$ cat src/inc/fpx_pkg.sv
// Formats, rounding modes, flag positions and encoding helpers for the
// floating-point exception unit. Assumes operands up to 80 bits wide.
package fpx_pkg;

  typedef enum logic [1:0] {FMT_SINGLE, FMT_DOUBLE, FMT_EXT} fmt_t;

  typedef enum logic [1:0] {
    RND_NEAREST = 2'h0,
    RND_DOWN = 2'h1,
    RND_UP = 2'h2,
    RND_ZERO = 2'h3
  } round_t;

  // Flag and cause bit positions
  localparam int FLAG_INV = 0;
  localparam int FLAG_DEN = 1;
  localparam int FLAG_ZDIV = 2;
  localparam int FLAG_OVF = 3;
  localparam logic [3:0] FLAGS_RESET = 4'h0;

  // Unbiased exponent limits for overflow
  localparam logic [16:0] OVF_LIM_SINGLE = 17'h0_0080;
  localparam logic [16:0] OVF_LIM_DOUBLE = 17'h0_0400;
  localparam logic [16:0] OVF_LIM_EXT = 17'h0_4000;
  // Exponent bias and wrap adjustment for the biased result
  localparam logic [14:0] BIAS_SINGLE = 15'h007F;
  localparam logic [14:0] BIAS_DOUBLE = 15'h03FF;
  localparam logic [14:0] BIAS_EXT = 15'h3FFF;
  localparam logic [16:0] WRAP_SINGLE = 17'h0_00C0;
  localparam logic [16:0] WRAP_DOUBLE = 17'h0_0600;
  localparam logic [16:0] WRAP_EXT = 17'h0_6000;
  // All-ones exponents
  localparam logic [14:0] EMAX_SINGLE = 15'h00FF;
  localparam logic [14:0] EMAX_DOUBLE = 15'h07FF;
  localparam logic [14:0] EMAX_EXT = 15'h7FFF;
  // Quiet-NaN indefinite fraction
  localparam logic [62:0] QNAN_FRAC = 63'h4000_0000_0000_0000;

  function automatic logic [14:0] exp_max(fmt_t f);
    case (f)
      FMT_SINGLE: exp_max = EMAX_SINGLE;
      FMT_DOUBLE: exp_max = EMAX_DOUBLE;
      default: exp_max = EMAX_EXT;
    endcase
  endfunction

  function automatic logic [14:0] bias(fmt_t f);
    case (f)
      FMT_SINGLE: bias = BIAS_SINGLE;
      FMT_DOUBLE: bias = BIAS_DOUBLE;
      default: bias = BIAS_EXT;
    endcase
  endfunction

  function automatic logic [16:0] wrap(fmt_t f);
    case (f)
      FMT_SINGLE: wrap = WRAP_SINGLE;
      FMT_DOUBLE: wrap = WRAP_DOUBLE;
      default: wrap = WRAP_EXT;
    endcase
  endfunction

  function automatic logic [16:0] ovf_limit(fmt_t f);
    case (f)
      FMT_SINGLE: ovf_limit = OVF_LIM_SINGLE;
      FMT_DOUBLE: ovf_limit = OVF_LIM_DOUBLE;
      default: ovf_limit = OVF_LIM_EXT;
    endcase
  endfunction

  // Fraction is left aligned below the integer bit
  function automatic logic [79:0] pack_fp(fmt_t f, logic s, logic [14:0] e, logic [62:0] m);
    case (f)
      FMT_SINGLE: pack_fp = {48'h0000_0000_0000, s, e[7:0], m[62:40]};
      FMT_DOUBLE: pack_fp = {16'h0000, s, e[10:0], m[62:11]};
      default: pack_fp = {s, e, e != 15'h0000, m};
    endcase
  endfunction

endpackage

$ cat src/inc/fpx_class_if.sv
// Operand classification carried from the classifier to the exception unit.
// Assumes one instance per operand.
`timescale 1ns/1ps
interface fpx_class_if;
  logic sign;
  logic zero;
  logic denorm;
  logic inf;
  logic nan;
  logic snan;
  modport src(output sign, zero, denorm, inf, nan, snan);
  modport dst(input sign, zero, denorm, inf, nan, snan);
endinterface

$ cat src/rtl/fp_operand_classify.sv
// Classifies one operand of the selected format.
// Assumes a purely combinational path from operand to class bits.
`timescale 1ns/1ps
module fp_operand_classify (
  // Operand
  input wire logic [79:0] value,
  input wire fpx_pkg::fmt_t fmt,
  // Class
  fpx_class_if.src cls
);
  logic [14:0] e;
  logic [62:0] m;
  logic s;

  always_comb begin
    case (fmt)
      fpx_pkg::FMT_SINGLE: begin
        s = value[31];
        e = {7'h00, value[30:23]};
        m = {value[22:0], 40'h00_0000_0000};
      end
      fpx_pkg::FMT_DOUBLE: begin
        s = value[63];
        e = {4'h0, value[62:52]};
        m = {value[51:0], 11'h000};
      end
      default: begin
        s = value[79];
        e = value[78:64];
        m = value[62:0];
      end
    endcase
  end

  // Denormal and special encodings
  assign cls.sign = s;
  assign cls.zero = e == 15'h0000 && m == '0;
  assign cls.denorm = e == 15'h0000 && m != '0;
  assign cls.inf = e == fpx_pkg::exp_max(fmt) && m == '0;
  assign cls.nan = e == fpx_pkg::exp_max(fmt) && m != '0;
  assign cls.snan = e == fpx_pkg::exp_max(fmt) && m != '0 && !m[62];
endmodule

$ cat src/rtl/fp_overflow_resp.sv
// Masked overflow result by rounding mode and sign of the true result.
// Assumes the caller registers the value.
`timescale 1ns/1ps
module fp_overflow_resp (
  // Selection
  input wire fpx_pkg::fmt_t fmt,
  input wire logic [1:0] round_sel,
  input wire logic sign,
  // Result
  output logic [79:0] value
);
  logic use_inf;

  always_comb begin
    unique case (round_sel)
      fpx_pkg::RND_NEAREST: use_inf = 1'b1;
      fpx_pkg::RND_DOWN: use_inf = sign;
      fpx_pkg::RND_UP: use_inf = !sign;
      fpx_pkg::RND_ZERO: use_inf = 1'b0;
    endcase
    if (use_inf) begin
      value = fpx_pkg::pack_fp(fmt, sign, fpx_pkg::exp_max(fmt), '0);
    end else begin
      value = fpx_pkg::pack_fp(fmt, sign, fpx_pkg::exp_max(fmt) - 15'h0001, '1);
    end
  end
endmodule

$ cat src/rtl/fp_exception_detect_respond.sv
// Floating-point exception detection and response: invalid, denormal,
// divide-by-zero and overflow, with sticky flags and per-class masks.
// Assumes the datapath presents operands before and results after compute.
//
// Operation
// - Masked invalid sets invalid flag, writes quiet NaN indefinite to destination.
// - Unmasked invalid sets flag, calls handler, operands untouched.
// - Detect any denormal operand of an arithmetic instruction; the code does not flag it when invalid or divide-by-zero is detected.
// - Masked denormal sets flag and executes on the denormal value.
// - Unmasked denormal sets flag, calls handler, operands untouched.
// - Divide-by-zero only for finite non-zero dividend over zero divisor.
// - Masked divide-by-zero sets flag, returns infinity with XOR of signs.
// - Unmasked divide-by-zero sets flag, calls handler, operands untouched.
// - Overflow when rounded magnitude reaches 2^128, 2^1024 or 2^16384.
// - Masked overflow sets flag, result from rounding mode and sign.
// - Nearest gives infinity; directed modes give infinity or largest finite.
// - Unmasked overflow calls handler; SIMD keeps destination, stack unit stores biased.
// - Each class has a mask: set means default result, clear means handler.
// - Flags are sticky, accumulating until software clears them.
// - Rounding select 00 nearest, 01 down, 10 up, 11 toward zero.
// - Invalid, zero-divide, denormal are caught before the arithmetic runs.
`timescale 1ns/1ps
module fp_exception_detect_respond (
  // Clock and reset
  input wire logic ref_clk,
  input wire logic rst_n,
  // Operation request
  input wire logic op_valid,
  output logic op_ready,
  input wire logic op_div,
  input wire fpx_pkg::fmt_t op_fmt,
  input wire logic [79:0] op_a,
  input wire logic [79:0] op_b,
  input wire logic op_invalid,
  // Operands forwarded to the arithmetic
  output logic exec_go,
  output logic exec_div,
  output fpx_pkg::fmt_t exec_fmt,
  output logic [79:0] exec_a,
  output logic [79:0] exec_b,
  // Rounded result from the arithmetic
  input wire logic res_valid,
  input wire logic res_simd,
  input wire fpx_pkg::fmt_t res_fmt,
  input wire logic res_sign,
  input wire logic [16:0] res_exp,
  input wire logic [62:0] res_frac,
  // Destination write
  output logic dest_wr,
  output logic [79:0] dest_data,
  // Software handler request
  output logic handler_req,
  output logic [3:0] handler_cause,
  // Control and status
  input wire logic invalid_mask,
  input wire logic subnormal_mask,
  input wire logic zero_divide_mask,
  input wire logic overflow_mask,
  input wire logic [1:0] round_select,
  input wire logic flag_wr,
  input wire logic [3:0] flag_wdata,
  output logic invalid_flag,
  output logic subnormal_operand_flag,
  output logic zero_divide_flag,
  output logic overflow_flag
);

  typedef struct packed {
    logic [3:0] flags;
    logic exec_go;
    logic exec_div;
    fpx_pkg::fmt_t exec_fmt;
    logic [79:0] exec_a;
    logic [79:0] exec_b;
    logic dest_wr;
    logic [79:0] dest_data;
    logic handler_req;
    logic [3:0] cause;
  } state_t;

  state_t st_reg;
  state_t st_next;

  fpx_class_if cls_a ();
  fpx_class_if cls_b ();

  logic take;
  logic inv_det;
  logic zd_det;
  logic den_det;
  logic ovf_det;
  logic pre_trap;
  logic [3:0] set_bits;
  logic [3:0] mask_bits;
  logic [79:0] ovf_value;
  logic [16:0] wrap_exp;
  logic [16:0] norm_exp;

  // Operand classification
  fp_operand_classify u_cls_a (
    .value(op_a),
    .fmt(op_fmt),
    .cls(cls_a)
  );

  fp_operand_classify u_cls_b (
    .value(op_b),
    .fmt(op_fmt),
    .cls(cls_b)
  );

  // Masked overflow value
  fp_overflow_resp u_ovf (
    .fmt(res_fmt),
    .round_sel(round_select),
    .sign(res_sign),
    .value(ovf_value)
  );

  // Results have the destination port, so new operations wait
  assign op_ready = !res_valid;
  assign take = op_valid && op_ready;

  // Pre-computation detection
  always_comb begin
    inv_det = take && (cls_a.snan || cls_b.snan || op_invalid ||
      (op_div && ((cls_a.zero && cls_b.zero) || (cls_a.inf && cls_b.inf))));
    zd_det = take && !inv_det && op_div && cls_b.zero &&
      !cls_a.zero && !cls_a.inf && !cls_a.nan;
    den_det = take && !inv_det && !zd_det && (cls_a.denorm || cls_b.denorm);
  end

  // Post-computation detection
  assign ovf_det = res_valid && $signed(res_exp) >= $signed(fpx_pkg::ovf_limit(res_fmt));

  always_comb begin
    set_bits = 4'h0;
    set_bits[fpx_pkg::FLAG_INV] = inv_det;
    set_bits[fpx_pkg::FLAG_DEN] = den_det;
    set_bits[fpx_pkg::FLAG_ZDIV] = zd_det;
    set_bits[fpx_pkg::FLAG_OVF] = ovf_det;
    mask_bits = 4'h0;
    mask_bits[fpx_pkg::FLAG_INV] = invalid_mask;
    mask_bits[fpx_pkg::FLAG_DEN] = subnormal_mask;
    mask_bits[fpx_pkg::FLAG_ZDIV] = zero_divide_mask;
    mask_bits[fpx_pkg::FLAG_OVF] = overflow_mask;
  end

  assign pre_trap = ((set_bits & ~mask_bits) & 4'h7) != 4'h0;

  // Exponents of the delivered result
  assign wrap_exp = res_exp - fpx_pkg::wrap(res_fmt) + {2'b00, fpx_pkg::bias(res_fmt)};
  assign norm_exp = res_exp + {2'b00, fpx_pkg::bias(res_fmt)};

  always_comb begin
    st_next = st_reg;
    st_next.exec_go = 1'b0;
    st_next.dest_wr = 1'b0;
    st_next.handler_req = 1'b0;
    st_next.cause = 4'h0;
    // A detection in the same cycle as a software write still lands
    if (flag_wr) begin
      st_next.flags = flag_wdata;
    end
    st_next.flags = st_next.flags | set_bits;
    if (take) begin
      if (pre_trap) begin
        st_next.handler_req = 1'b1;
        st_next.cause = set_bits & ~mask_bits;
      end else if (inv_det) begin
        st_next.dest_wr = 1'b1;
        st_next.dest_data = fpx_pkg::pack_fp(op_fmt, 1'b1, fpx_pkg::exp_max(op_fmt), fpx_pkg::QNAN_FRAC);
      end else if (zd_det) begin
        st_next.dest_wr = 1'b1;
        st_next.dest_data = fpx_pkg::pack_fp(op_fmt, cls_a.sign ^ cls_b.sign,
          fpx_pkg::exp_max(op_fmt), '0);
      end else begin
        st_next.exec_go = 1'b1;
        st_next.exec_div = op_div;
        st_next.exec_fmt = op_fmt;
        st_next.exec_a = op_a;
        st_next.exec_b = op_b;
      end
    end
    if (res_valid) begin
      if (ovf_det && !overflow_mask) begin
        st_next.handler_req = 1'b1;
        st_next.cause = set_bits & ~mask_bits;
        if (!res_simd) begin
          st_next.dest_wr = 1'b1;
          st_next.dest_data = fpx_pkg::pack_fp(res_fmt, res_sign, wrap_exp[14:0], res_frac);
        end
      end else if (ovf_det) begin
        st_next.dest_wr = 1'b1;
        st_next.dest_data = ovf_value;
      end else begin
        st_next.dest_wr = 1'b1;
        st_next.dest_data = fpx_pkg::pack_fp(res_fmt, res_sign, norm_exp[14:0], res_frac);
      end
    end
  end

  always_ff @(posedge ref_clk or negedge rst_n) begin
    if (!rst_n) begin
      st_reg <= '0;
      st_reg.flags <= fpx_pkg::FLAGS_RESET;
    end else begin
      st_reg <= st_next;
    end
  end

  // Outputs
  assign exec_go = st_reg.exec_go;
  assign exec_div = st_reg.exec_div;
  assign exec_fmt = st_reg.exec_fmt;
  assign exec_a = st_reg.exec_a;
  assign exec_b = st_reg.exec_b;
  assign dest_wr = st_reg.dest_wr;
  assign dest_data = st_reg.dest_data;
  assign handler_req = st_reg.handler_req;
  assign handler_cause = st_reg.cause;
  assign invalid_flag = st_reg.flags[fpx_pkg::FLAG_INV];
  assign subnormal_operand_flag = st_reg.flags[fpx_pkg::FLAG_DEN];
  assign zero_divide_flag = st_reg.flags[fpx_pkg::FLAG_ZDIV];
  assign overflow_flag = st_reg.flags[fpx_pkg::FLAG_OVF];
endmodule

$ cat config.mk
export PLATFORM = sky130hd
export DESIGN_NAME = fp_exception_detect_respond
export DESIGN_NICKNAME = d
export VERILOG_FILES = /design/src/inc/fpx_pkg.sv /design/src/inc/fpx_class_if.sv /design/src/rtl/fp_operand_classify.sv /design/src/rtl/fp_overflow_resp.sv /design/src/rtl/fp_exception_detect_respond.sv
export SDC_FILE = /design/constraint.sdc
export NUM_CORES = 1
export LEC_CHECK = 0
export BUFFER_PORTS_ARGS = -buffer_cell sky130_fd_sc_hd__buf_2
export CORE_AREA = 2 2 204 206
export DETAILED_ROUTE_END_ITERATION = 16
export DIE_AREA = 0 0 206 208
export HOLD_SLACK_MARGIN = 0.02
export SYNTH_ARGS = -nofsm -noshare
export SYNTH_HDL_FRONTEND = slang
export SYNTH_SLANG_ARGS = --single-unit
$ cat constraint.sdc
create_clock -name ref_clk -period 0.8 [get_ports ref_clk]
set_input_delay 0.12 -clock ref_clk [delete_from_list [all_inputs] [get_ports ref_clk]]
set_output_delay 0.12 -clock ref_clk [all_outputs]
set_load 0.1 [all_outputs]
After elaboration in Yosys (flattened, before gate mapping):

Cells that the tools add are included.

* add/subtract/negate cells: 4
* magnitude comparators: 1
* equality and inequality tests: 7
* mux-type cells: 41
* bitwise operators: 7
* reduce and logical (&&, ||, !) cells: 57

Operators by type and width (number)
* case mux 80 bit (2 select lines): 6
* 2-to-1 mux 164 bit: 2
* 2-to-1 mux 81 bit: 4
* case mux 63 bit (2 select lines): 2
* 2-to-1 mux 250 bit: 1
* 2-to-1 mux 245 bit: 1
* case mux 15 bit (2 select lines): 6
* 2-to-1 mux 80 bit: 2
* 2-to-1 mux 15 bit: 9
* zero test 63 bit: 2
* nonzero test 63 bit: 2
* nonzero test 15 bit: 6
* 2-to-1 mux 86 bit: 1
* adder 15 bit: 2
* == test 15 bit: 2
* zero test 15 bit: 2
* case mux 14 bit (2 select lines): 1
* logical AND 1 bit: 25
* greater-or-equal comparator 17 x 16 -> 1 bit: 1
* subtractor 15 x 1 -> 15 bit (second input constant): 1
* subtractor 15 bit: 1
* zero test 1 bit: 10
* 2-to-1 mux 5 bit: 2
* == test 2 x 1 -> 1 bit (second input constant): 3
* 13 further kinds: 23

* bits in registers: 254
* word-level logic and storage cells: 127

Logic depth before layout (Yosys ltp):

Gate-level depths: netlist of the first run.

* depth in word-level cells: 32
* depth in mapped cells: 17
* depth with buffers taken out: 15

Cells and area by module:

A second synthesis of the first run with hierarchy kept.

* cell total of the unflattened synthesis: 1537
* area total of the unflattened synthesis: 15498.6 um2

Modules (own cells, without submodules)
* fp_exception_detect_respond: instances 1, cells each 1253, area an instance 13495.4 um2, seq. area each 6356.1 um2
* fp_operand_classify: instances 2, cells each 99, area an instance 681.9 um2, seq. area each 0.0 um2
* fp_overflow_resp: instances 1, cells each 86, area an instance 639.4 um2, seq. area each 0.0 um2

Worst setup path before layout of the first run:

OpenSTA, ideal clock, no wires.

* kind: input to register
* from: input port res_fmt[1]
* to: register st_reg (netlist bit dest_data[63])
* setup time: 0.073 ns
* data arrival time: 3.516 ns
* data required time: 0.727 ns
* setup slack: -2.788 ns
* stages: 15
* buffers on the path: 2
* cells stage by stage: clkbuf_1 clkinv_1 clkbuf_1 fa_1 inv_1 ha_1 ha_1 o211a_1 o21ai_0 a21bo_2 a21oi_1 mux2_2 a221oi_1 o21ai_0 nand4_1

RTL lines
* start, declared: line fp_exception_detect_respond.sv:44 `input wire fpx_pkg::fmt_t res_fmt,`
* end signal, assigned: line fp_exception_detect_respond.sv:208 `st_reg <= st_next;`
* end, declared: line fp_exception_detect_respond.sv:81 `state_t st_reg;`

Worst setup path in the final report of the first run:

* from: input port op_b[53]
* to: register st_reg (netlist bit exec_b[11])

* longest elaborated chain between the ends: 22
* elaborated cells between the ends (all ways): 36
* those cells by class: eq/ne (1); mux (2); bitwise (4); reduce/logical (29)

Ends and longest elaborated chain
* start, declared: line fp_exception_detect_respond.sv:33 `input wire logic [79:0] op_b,`
* case mux 63 bit (2 select lines) or case mux 15 bit (2 select lines) (tied branches): line fp_operand_classify.sv:16 `case (fmt)`
* nonzero test 63 bit, or another cell as far along: line fp_operand_classify.sv:38, fp_operand_classify.sv:41
* logical AND 1 bit (on tied branches)
* logical AND 1 bit (on tied branches): line fp_operand_classify.sv:41, fp_exception_detect_respond.sv:127
* logical OR 1 bit (on tied branches): line fp_exception_detect_respond.sv:126, fp_exception_detect_respond.sv:127
* logical OR 1 bit or logical AND 1 bit (tied branches): line fp_exception_detect_respond.sv:126, fp_exception_detect_respond.sv:127
* logical OR 1 bit: line fp_exception_detect_respond.sv:126 `inv_det = take && (cls_a.snan || cls_b.snan || op_invalid ||`
* logical AND 1 bit: line fp_exception_detect_respond.sv:126
* [... 2 more ...]
* logical AND 1 bit (3 in series): line fp_exception_detect_respond.sv:128 `zd_det = take && !inv_det && op_div && cls_b.zero &&`
* logical AND 1 bit (2 in series): line fp_exception_detect_respond.sv:129 `!cls_a.zero && !cls_a.inf && !cls_a.nan;`
* zero test 1 bit: line fp_exception_detect_respond.sv:130 `den_det = take && !inv_det && !zd_det && (cls_a.denorm || cls_b.denorm);`
* logical AND 1 bit (2 in series): line fp_exception_detect_respond.sv:130
* AND 4 bit
* nonzero test 4 bit: line fp_exception_detect_respond.sv:149 `assign pre_trap = ((set_bits & ~mask_bits) & 4'h7) != 4'h0;`
* inverter 1 bit (no line)
* AND reduction 4 bit (no line) (*)

Every way passes the cells marked *; elsewhere a longest branch is shown, timed or not.
A chain may end at the register's enable or synchronous reset.

==> reports/qor.tcl, run 1 <==
set qor(status) {finished with violations}
set qor(violations) {negative hold slack, negative setup slack}
set qor(numCtsBuffers) 31
set qor(final_min_period_over_clock_period_pct) 366
set qor(max-clock-path-buffers) 3
set qor(layout.cells.most_common) {sky130_fd_sc_hd__buf_4}
set qor(vdd_ir_drop_max_mv) 2.37
set qor(cts_sinks) 254
set qor(route.detailed.drc) 0
set qor(dp_cells) 2695
set qor(clk_root_buffer_cell) {sky130_fd_sc_hd__clkbuf_16}
set qor(gpl.final_weighted_congestion) 0.962
set qor(grt_antenna_before_repair) 23
set qor(syn-mean-instance-area_um2) 10.7
set qor(maxCapViolCount) 0
set qor(share_of_flip_flops_with_an_asynchronous_set_or_reset_after_synthesis_pct) 100
set qor(grt_pass1_vias) 17558
set qor(data_arrival_at_the_endpoint_of_the_critical_path_ps) 3390
set qor(routed_via_density) 5.61
set qor(pin_count_of_the_biggest_net_entering_global_routing) 84
set qor(synth_enable_flop_cells) 0
set qor(synth-warning-count) 0
set qor(cts_hold_repair.buffers) 181
set qor(synthesis.area_um2) 14300
set qor(postLayoutSetupSlackWorst_ps) -2130
set qor(core_area_um2) 40600
set qor(io_buffers) 517
set qor(final_design_area_no_fill_um2) 30100
set qor(share_of_layout_cells_above_drive_strength_1_pct) 62.7
set qor(ys_types) 82
set qor(crit_path_max_fanout) 6
set qor(drt_pass1_iterations) 5
set qor(setup_viol_count_final) 513
set qor(num_rows) 74
set qor(h-tree-depth) 1
set qor(num_vias) 17021
set qor(power.density_nw_per_um2) 2440
set qor(grt_use_total_pct) 33.5
set qor(critical_path.startpoint_type) {input port}
set qor(min_period_ps) 2930
set qor(initial_core_util_pct) 35.3
set qor(mostFrequentLayoutCells) {sky130_fd_sc_hd__buf_4, sky130_fd_sc_hd__buf_12, sky130_fd_sc_hd__buf_2}
set qor(placement.cell_area_um2) 24800
set qor(kind_of_end_point_of_the_critical_path) {register}
set qor(net_count_of_the_finished_layout) 2772
set qor(routed_wire_length_per_instance_um) 25.9
set qor(regArea_um2) 6660
set qor(final_cell_count_no_fill) 3032
set qor(grt_first_pass_wirelength_um) 110000
set qor(path_clk_slew_ps) 70
set qor(final_hold_viol_count) 1
set qor(layout.core_utilization_pct) 74.2
set qor(maxClockFrequency_mhz) 342
set qor(synth.yosys.seq_area_share_pct) 44.4
set qor(dominantRegCellSynth) {sky130_fd_sc_hd__dfrtp_1}
set qor(rsz_0062_raised_after_global_routing) {yes}
set qor(drt_first_iter_violations) 1471
set qor(hpwl_um) 49600
set qor(final.setup_skew_ps) 0
set qor(static_leakage_nw) 14.1
set qor(worst-slew-pin-transition_ps) 974
set qor(timing_max_transition_violations_final) 0
set qor(preCtsSetupSlack_ps) -2770
set qor(cts_tree) {yes}
set qor(die_height_um) 208
set qor(clock_latency_ps) 570
set qor(cp_data_required_time_ps) 1260
set qor(pin_count) 518
set qor(gr-total-overflow) 0
set qor(fill_cells) 2541
set qor(postSynthNetCount) 1653
set qor(die-width_um) 206
set qor(floorplan.die_area_um2) 42800
set qor(multi_input_area_um2) 8430
set qor(ys_ff_latch) 254
set qor(fin_worst_hold_slack_ps) -16.1
set qor(maxSlewHeadroom_pct) 34.5
set qor(wirelength_routed_um) 78500
set qor(antenna_left) 0
set qor(areaGrowthSynthToFinish_pct) 110
set qor(post_synth_inst_count) 1336
set qor(path_class) {input port to register}
set qor(holdCritPathClass) {input port to register}
## area by class of cell
type | instances | share of cell area [%]
Antenna cell | 21 | 0.175
Clock buffer | 42 | 2.92
Clock inverter | 15 | 0.620
Inverter | 46 | 0.678
Multi-Input combinational cell | 946 | 28.0
Sequential cell | 254 | 22.1
Tap cell | 532 | 2.21
Timing Repair Buffer | 1176 | 43.2
## metrics by stage
stage	TNS, ps	power [W]	hold slack [ps]
after detailed placement	-669730	0.0545	-60.8
after floorplan	-520520	0.0380	-176
after CTS	-593270	0.0717	-42.7
after global routing	-663620	0.0751	-11.3
after global placement	-643220	0.0541	-61.6
final	-646570	0.0733	-16.1
## synth_stat cells (all sizes together), types with 5 or more instances
library cell | number | area share [%]
a21o | 6 | 0.31
a21oi | 62 | 2.2
a221o | 40 | 2.8
a22o | 24 | 1.5
a22oi | 16 | 0.84
a31oi | 9 | 0.39
a32o | 21 | 1.5
buf | 43 | 1.8
clkbuf | 47 | 1.2
dfrtp | 254 | 44
fa | 5 | 0.70
ha | 49 | 4.3
inv | 43 | 1.1
mux2 | 179 | 14
mux2i | 49 | 3.4
nand2 | 62 | 1.6
nand2b | 6 | 0.26
nand3 | 23 | 0.80
nand4 | 15 | 0.66
nor2 | 88 | 2.3
nor2b | 5 | 0.22
nor3 | 19 | 0.66
nor4 | 24 | 1.0
o211ai | 10 | 0.52
o21a | 6 | 0.31
o21ai | 100 | 3.5
o221ai | 10 | 0.61
o31a | 5 | 0.31
or2 | 6 | 0.26
or3 | 11 | 0.48
or4 | 11 | 0.60
xnor2 | 13 | 0.80
xor2 | 12 | 0.73
## worst paths after layout
kind	startpoint	endpoint	slack, ps	cells after the start
max	op_b[53]	exec_b[11]$_DFFE_PN0P_	-2130	14
min	res_frac[57]	dest_data[46]$_DFF_PN0_	-20	4
max reg2reg	dest_data[55]$_DFF_PN0_	dest_data[55]$_DFF_PN0_	-210	2
min reg2reg	dest_data[64]$_DFF_PN0_	dest_data[64]$_DFF_PN0_	540	1
max in group asynchronous	rst_n	exec_a[8]$_DFFE_PN0P_	-30	3
min in group asynchronous	rst_n	exec_b[71]$_DFFE_PN0P_	120	3
## where the power goes
group / switching [W] / internal (W)
clock network: 0.00635 / 0.00870
logic: 0.0237 / 0.0164
registers: 0.00271 / 0.0154
## routing by layer
layer  part of all wire (%)  track usage [%]  up-vias
met2                     47             55.2     1047
li1                       -                -     7277
met1                     38             41.4     8332
met3                    7.9             6.00      359
met5                  0.048                0        -
met4                    7.2             18.5        6
## critical path, stage by stage
cell and delay, ps:
sky130_fd_sc_hd__buf_2 130, sky130_fd_sc_hd__nor4_1 830, sky130_fd_sc_hd__buf_4 240, sky130_fd_sc_hd__a21oi_1 90
sky130_fd_sc_hd__a2111oi_2 250, sky130_fd_sc_hd__and4b_2 370, sky130_fd_sc_hd__buf_4 150, sky130_fd_sc_hd__o32a_1 150
sky130_fd_sc_hd__nand4_1 110, sky130_fd_sc_hd__buf_6 170, sky130_fd_sc_hd__buf_12 150, sky130_fd_sc_hd__buf_12 130
sky130_fd_sc_hd__clkbuf_16 160, sky130_fd_sc_hd__mux2_4 320
## sequential cells by signal (all words and copies together), names as in the netlist
| name | cells |
|---|---|
| dest_data | 80 |
| exec_a | 80 |
| exec_b | 80 |
| handler_cause | 4 |
| exec_fmt | 2 |
| dest_wr | 1 |
| exec_div | 1 |
| exec_go | 1 |
| handler_req | 1 |
| invalid_flag | 1 |
| overflow_flag | 1 |
| subnormal_operand_flag | 1 |
| zero_divide_flag | 1 |
## logic make-up (layout without fill, tap and decap cells)
logic type | count (synthesis) | count (layout) | synth area share [%]
compound gates | 348 | 348 | 17.1
mux | 228 | 228 | 17.5
other cells | 0 | 21 | 0
simple gates | 291 | 291 | 10.2
buf+inv | 136 | 1279 | 4.23
flops | 254 | 254 | 44.4
fa+ha+maj | 54 | 54 | 4.98
xor+xnor | 25 | 25 | 1.53
## timing repair
action                                  CTS  global route
endpoints found under the setup margin  509           513
endpoints found under the hold margin   448             4
pin swaps                                35            12
cloned                                   17             7
gates resized for setup                 243           113
buffers inserted                         54             9
Note: power is estimated with default switching activity, not from simulation.
==> run 2, diff against run 1 <==
Settings changed: CORE_AREA 2 2 204 206 to 2 2 201 203, DIE_AREA 0 0 206 208 to 0 0 203 205, PLACE_DENSITY set to 0.65.
==> run 2 against run 1 <==
Effect of this change:
- register-to-register slack improved by 110 ps
- first-iteration DRC count fell by 9.1%
- worst setup slack better by 130 ps
- via count shrank 3.8%
- largest cell class unchanged
- maximum frequency increased by 4.7%
- clock-buffer cell count rose by 1
- the flow finishes with violations (negative setup slack)
- sequential share of layout area up 1.6 points
- non-clock buffer count shrank 70
- global-route usage fell by 0.31 points
- utilization fell by 2.9 points
==> reports/qor.tcl, run 2 (same netlist as run 1, synthesis figures left out) <==
set qor(status) {finished with violations}
set qor(violations) {negative setup slack}
set qor(path_buf_inv) 4
set qor(path_class) {input port to register}
set qor(num_vias) 16366
set qor(holdCritPathClass) {input port to register}
set qor(r2r_start) {exec_b[32]$_DFFE_PN0P_}
set qor(grt_use_total_pct) 33.2
set qor(crit_path_max_fanout) 14
set qor(num_rows) 73
set qor(pin_count) 518
set qor(final_hold_viol_count) 0
set qor(antenna_left) 0
set qor(io_buffers) 517
set qor(final_min_period_over_clock_period_pct) 350
set qor(die_height_um) 205
set qor(pwr-share-clk_pct) 19.9
set qor(hold_depth) 4
set qor(timing.reg2reg.worst_path_depth) 1
set qor(path_cells) {buf_6 -> or4_4 -> or2_4 -> o32a_1 -> a211oi_4 -> buf_4 -> and2_4 -> a41o_1 -> nor2_1 -> nand4_1 -> buf_12 -> bufbuf_16 -> mux2_2}
set qor(min_period_ps) 2800
set qor(timing_max_transition_violations_final) 0
set qor(postLayoutSetupSlackWorst_ps) -2000
set qor(preCtsSetupSlack_ps) -2730
set qor(static_leakage_nw) 12.7
set qor(areaGrowthSynthToFinish_pct) 96.2
set qor(data_arrival_at_the_endpoint_of_the_critical_path_ps) 3240
set qor(vdd_ir_drop_max_mv) 1.79
set qor(grt_pass1_vias) 17077
set qor(drt_pass1_iterations) 5
set qor(placement.cell_area_um2) 24600
set qor(max-clock-path-buffers) 3
set qor(setup_viol_count_final) 509
set qor(critPathSlowestCell) {sky130_fd_sc_hd__or4_4}
set qor(critical_path.startpoint_type) {input port}
set qor(final.setup_skew_ps) 0
set qor(maxCapViolCount) 0
set qor(cts_sinks) 254
set qor(timing.critical_path.depth) 13
set qor(maxClockFrequency_mhz) 357
set qor(share_of_layout_cells_above_drive_strength_1_pct) 60.7
set qor(switching_share_pct) 45.1
set qor(cts_hold_repair.buffers) 182
set qor(grt_antenna_before_repair) 26
set qor(layout.core_utilization_pct) 71.3
set qor(critical_path_start) {op_a[16]}
set qor(layout.cells.most_common) {sky130_fd_sc_hd__buf_4}
set qor(worst_path_dominant_cell_family) {simple AND/OR/NAND/NOR gates}
set qor(clk_root_buffer_cell) {sky130_fd_sc_hd__clkbuf_16}
set qor(maxSlewHeadroom_pct) 48.8
set qor(p_int_w) 0.0383
set qor(drt_first_iter_violations) 1337
set qor(net_count_of_the_finished_layout) 2701
set qor(pin_count_of_the_biggest_net_entering_global_routing) 78
set qor(worst_path_largest_cell_delay_ps) 550
set qor(routed_wire_length_per_instance_um) 24.3
set qor(numCtsBuffers) 30
set qor(timing.reg2reg.setup_slack_ps) -100
set qor(route.detailed.drc) 0
set qor(die-width_um) 203
set qor(pwr-share-seq_pct) 25.7
set qor(routed_via_density) 5.54
set qor(mostFrequentLayoutCells) {sky130_fd_sc_hd__buf_4, sky130_fd_sc_hd__buf_12, sky130_fd_sc_hd__buf_2}
set qor(grt_first_pass_wirelength_um) 105000
set qor(gr-total-overflow) 0
set qor(gpl.final_weighted_congestion) 0.968
set qor(initial_core_util_pct) 36.3
set qor(cts_tree) {yes}
set qor(wirelength_routed_um) 71700
set qor(floorplan.die_area_um2) 41600
set qor(clock_latency_ps) 580
set qor(h-tree-depth) 1
set qor(power.density_nw_per_um2) 2490
set qor(worst_hold_startpoint) {res_frac[57]}
set qor(cp_data_required_time_ps) 1240
set qor(fin_worst_hold_slack_ps) 13.7
set qor(rsz_0062_raised_after_global_routing) {yes}
set qor(worst-slew-pin-transition_ps) 767
set qor(final_design_area_no_fill_um2) 28100
set qor(fraction_of_power_consumed_by_combinational_cells_pct) 54.3
set qor(p_sw_w) 0.0315
set qor(path_clk_slew_ps) 60
set qor(kind_of_end_point_of_the_critical_path) {register}
set qor(hpwl_um) 50300
set qor(core_area_um2) 39400
## run 2: final cells by class
cell class	instances	area, um^2
timing repair buffer	1106	11800
fill	2654	11300
multi-input combinational	946	7730
sequential	254	6660
clock buffer	43	870
tap	525	657
inverter	46	201
clock inverter	10	124
antenna	24	60.1
## run 2: routing by layer
metal / vias up / GRT usage (%) / share of wire, % / routed length (um)
met1: 7982 / 39.3 / 38 / 27100
met2: 962 / 56.3 / 48 / 34500
li1: 7133 / - / - / -
met4: 4 / 20.3 / 7.1 / 5060
met5: - / 0 / 0.046 / 33
met3: 285 / 6.11 / 7.0 / 5000
## run 2: through the flow
| step | total power [W] | instances | setup TNS [ps] |
|---|---|---|---|
| global placement | 0.0541 | 2675 | -655230 |
| finish | 0.0698 | 2954 | -610760 |
| detailed placement | 0.0546 | 2675 | -662040 |
| global route | 0.0717 | 2954 | -635190 |
| floorplan | 0.0380 | 1336 | -520520 |
| CTS | 0.0694 | 2929 | -598490 |
## run 2: power groups by stage
stage | sequential, W | combinational [W] | clock, W
after CTS | 0.0178 | 0.0376 | 0.0140
after global routing | 0.0182 | 0.0389 | 0.0146
after global placement | 0.0179 | 0.0362 | 0
final | 0.0180 | 0.0379 | 0.0139
after detailed placement | 0.0180 | 0.0365 | 0
after floorplan | 0.0327 | 0.00528 | 0
## run 2: final timing paths
kind | to
hold / removal | dest_data[57]$_DFF_PN0_
setup / recovery | exec_a[47]$_DFFE_PN0P_
hold reg to reg | dest_data[60]$_DFF_PN0_
setup reg to reg | exec_b[32]$_DFFE_PN0P_
min in group asynchronous | exec_b[72]$_DFFE_PN0P_
max in group asynchronous | exec_a[15]$_DFFE_PN0P_
## run 2: repair_timing
| action | in CTS | in global routing |
|---|---|---|
| resized for setup | 56 | 20 |
| cloned | 3 | 0 |
| setup endpoints to repair | 509 | 509 |
| hold endpoints to repair | 442 | 3 |
| pin swaps | 13 | 10 |
| buffers inserted | 16 | 2 |
## run 2: worst min-delay path, cell delays in order
cell and delay, ps:
sky130_fd_sc_hd__buf_2 130, sky130_fd_sc_hd__a31oi_1 90, sky130_fd_sc_hd__o21ai_0 80, sky130_fd_sc_hd__a221o_1 140
==> run 3, diff against run 2 <==
Settings changed: PLACE_DENSITY 0.65 to 0.7.
Clock period 0.8 ns to 3.21 ns, I/O delays scaled along.
==> run 3 against run 2 <==
Effect of this change:
- the flow now finishes without violations
- die area unchanged
- combinational power down 81%
- routed wire length down 14%
- power down 79%
- register-to-register slack better by 2400 ps
- first-iteration DRC count down 27%
- clock-buffer cell count down 7
- critical path depth unchanged
- clock power down 72%
- sequential power down 77%
- critical path type unchanged
- largest power group unchanged
==> reports/qor.tcl, run 3 (same netlist as run 1, synthesis figures left out) <==
set qor(net_count_of_the_finished_layout) 2357
set qor(worst_path_dominant_cell_family) {simple AND/OR/NAND/NOR gates}
set qor(mostFrequentLayoutCells) {sky130_fd_sc_hd__buf_2, sky130_fd_sc_hd__dfrtp_1, sky130_fd_sc_hd__buf_4}
set qor(worst_path_largest_cell_delay_ps) 420
set qor(final.setup_skew_ps) 0
set qor(multi_input_area_um2) 7580
set qor(routed_wire_length_per_instance_um) 23.7
set qor(fraction_of_power_consumed_by_combinational_cells_pct) 47.2
set qor(final_cell_count_no_fill) 2595
set qor(grt_first_pass_wirelength_um) 91400
set qor(clock_latency_ps) 590
set qor(rsz_0062_raised_after_global_routing) {yes}
set qor(die_height_um) 205
set qor(num_vias) 14314
set qor(maxClockFrequency_mhz) 318
set qor(io_buffers) 517
set qor(cts_tree) {yes}
set qor(critPathSlowestCell) {sky130_fd_sc_hd__or4_4}
set qor(dp_cells) 2530
set qor(power.density_nw_per_um2) 727
set qor(grt_pass1_vias) 14883
set qor(h-tree-depth) 1
set qor(path_clk_slew_ps) 70
set qor(fill_cells) 3559
set qor(hpwl_um) 48600
set qor(static_leakage_nw) 10.1
set qor(pin_count_of_the_biggest_net_entering_global_routing) 82
set qor(antenna_left) 0
set qor(preCtsSetupSlack_ps) -797
set qor(route.detailed.drc) 0
set qor(pin_count) 518
set qor(p_sw_w) 0.00737
set qor(areaGrowthSynthToFinish_pct) 44.0
set qor(final_min_period_over_clock_period_pct) 98.1
set qor(worst-slew-pin-transition_ps) 799
set qor(post-layout-total-power_w) 0.0150
set qor(share_of_layout_cells_above_drive_strength_1_pct) 50.4
set qor(num_rows) 73
set qor(drt_pass1_iterations) 5
set qor(layout.core_utilization_pct) 52.3
set qor(routed_via_density) 5.52
set qor(wirelength_routed_um) 61400
set qor(regArea_um2) 6360
set qor(data_arrival_at_the_endpoint_of_the_critical_path_ps) 3620
set qor(pwr-share-clk_pct) 25.7
set qor(core_area_um2) 39400
set qor(layout.cells.most_common) {sky130_fd_sc_hd__buf_2}
set qor(switching_share_pct) 49.2
set qor(path_buf_inv) 4
set qor(gpl.final_weighted_congestion) 0.967
set qor(min_period_ps) 3150
set qor(pwr-share-seq_pct) 27.1
set qor(holdCritPathClass) {input port to register}
set qor(p_int_w) 0.00760
set qor(kind_of_end_point_of_the_critical_path) {register}
set qor(grt_antenna_before_repair) 12
set qor(die-width_um) 203
set qor(numCtsBuffers) 30
set qor(maxSlewHeadroom_pct) 46.8
set qor(clk_root_buffer_cell) {sky130_fd_sc_hd__clkbuf_16}
set qor(postLayoutSetupSlackWorst_ps) 61.5
set qor(crit_path_max_fanout) 19
set qor(cts_sinks) 254
set qor(maxCapViolCount) 0
set qor(status) {finished clean}
set qor(initial_core_util_pct) 36.3
set qor(critical_path.startpoint_type) {input port}
set qor(vdd_ir_drop_max_mv) 0.790
set qor(grt_use_total_pct) 28.7
set qor(fin_worst_hold_slack_ps) 97.2
set qor(floorplan.die_area_um2) 41600
set qor(gr-total-overflow) 0
set qor(timing_max_transition_violations_final) 0
set qor(cp_data_required_time_ps) 3680
set qor(path_class) {input port to register}
set qor(max-clock-path-buffers) 3
set qor(path_cells) {buf_2 -> buf_6 -> buf_8 -> mux2_2 -> mux2i_1 -> nor4_1 -> and4_1 -> a22o_1 -> a41o_4 -> or4_4 -> and3_4 -> buf_12 -> a221o_1}
set qor(drt_first_iter_violations) 981
set qor(final_hold_viol_count) 0
set qor(setup_viol_count_final) 0
## run 3: cell count changes in the layout (fill, tap and decap cells not counted), moves of 17 or more
| cell | delta |
|---|---|
| sky130_fd_sc_hd__buf_4 | -150 |
| sky130_fd_sc_hd__diode_2 | -17 |
| sky130_fd_sc_hd__dfrtp_1 | +245 |
| sky130_fd_sc_hd__buf_12 | -261 |
| sky130_fd_sc_hd__dlygate4sd3_1 | -181 |
| sky130_fd_sc_hd__buf_2 | +261 |
| sky130_fd_sc_hd__dfrtp_2 | -245 |
## run 3: power by group through the flow
stage               Sequential [W]  Clock (W)  Combinational (W)
CTS                        0.00406    0.00389            0.00704
global placement           0.00408          0            0.00697
global route               0.00411    0.00402            0.00730
finish                     0.00406    0.00384            0.00706
detailed placement         0.00410          0            0.00702
floorplan                  0.00803          0            0.00130
## run 3: final cells by class
cell class	count	area share [%]
Clock buffer	36	4.00
Antenna cell	7	0.0850
Inverter	46	0.862
Clock inverter	19	1.40
Sequential cell	254	30.9
Timing Repair Buffer	762	22.8
Multi-Input combinational cell	946	36.8
Tap cell	525	3.19
## run 3: repair_timing
action	in CTS	in global routing
buffers inserted	0	2
hold endpoints to repair	76	0
hold buffers	1	0
pin swaps	1	4
resized for setup	9	24
setup endpoints to repair	240	232
## run 3: stage by stage
step                      setup TNS (ps)  instance area, um^2
after floorplan                   -19620                14500
after CTS                              0                20400
after global placement           -172040                19300
after global routing               -2370                20600
after detailed placement         -185460                19300
final                                  0                20600
## run 3: final timing paths
path / startpoint / to / slack, ps / cells after the start
max: op_fmt[0] / dest_data[60]$_DFF_PN0_ / 60 / 13
min: zero_divide_mask / handler_cause[2]$_DFF_PN0_ / 100 / 2
max reg2reg: dest_data[62]$_DFF_PN0_ / dest_data[62]$_DFF_PN0_ / 2320 / 1
min reg2reg: exec_b[50]$_DFFE_PN0P_ / exec_b[50]$_DFFE_PN0P_ / 500 / 1
max in group asynchronous: rst_n / exec_b[26]$_DFFE_PN0P_ / 1890 / 3
min in group asynchronous: rst_n / exec_b[16]$_DFFE_PN0P_ / 510 / 2
## run 3: metal layers
layer  vias to the layer above  wire length (um)  track usage, %
met5                         -                46               0
met4                         8              2510            12.1
met3                       144              4430            5.68
met2                       682             29900            49.1
met1                      7048             24500            35.3
li1                       6432                 -               -
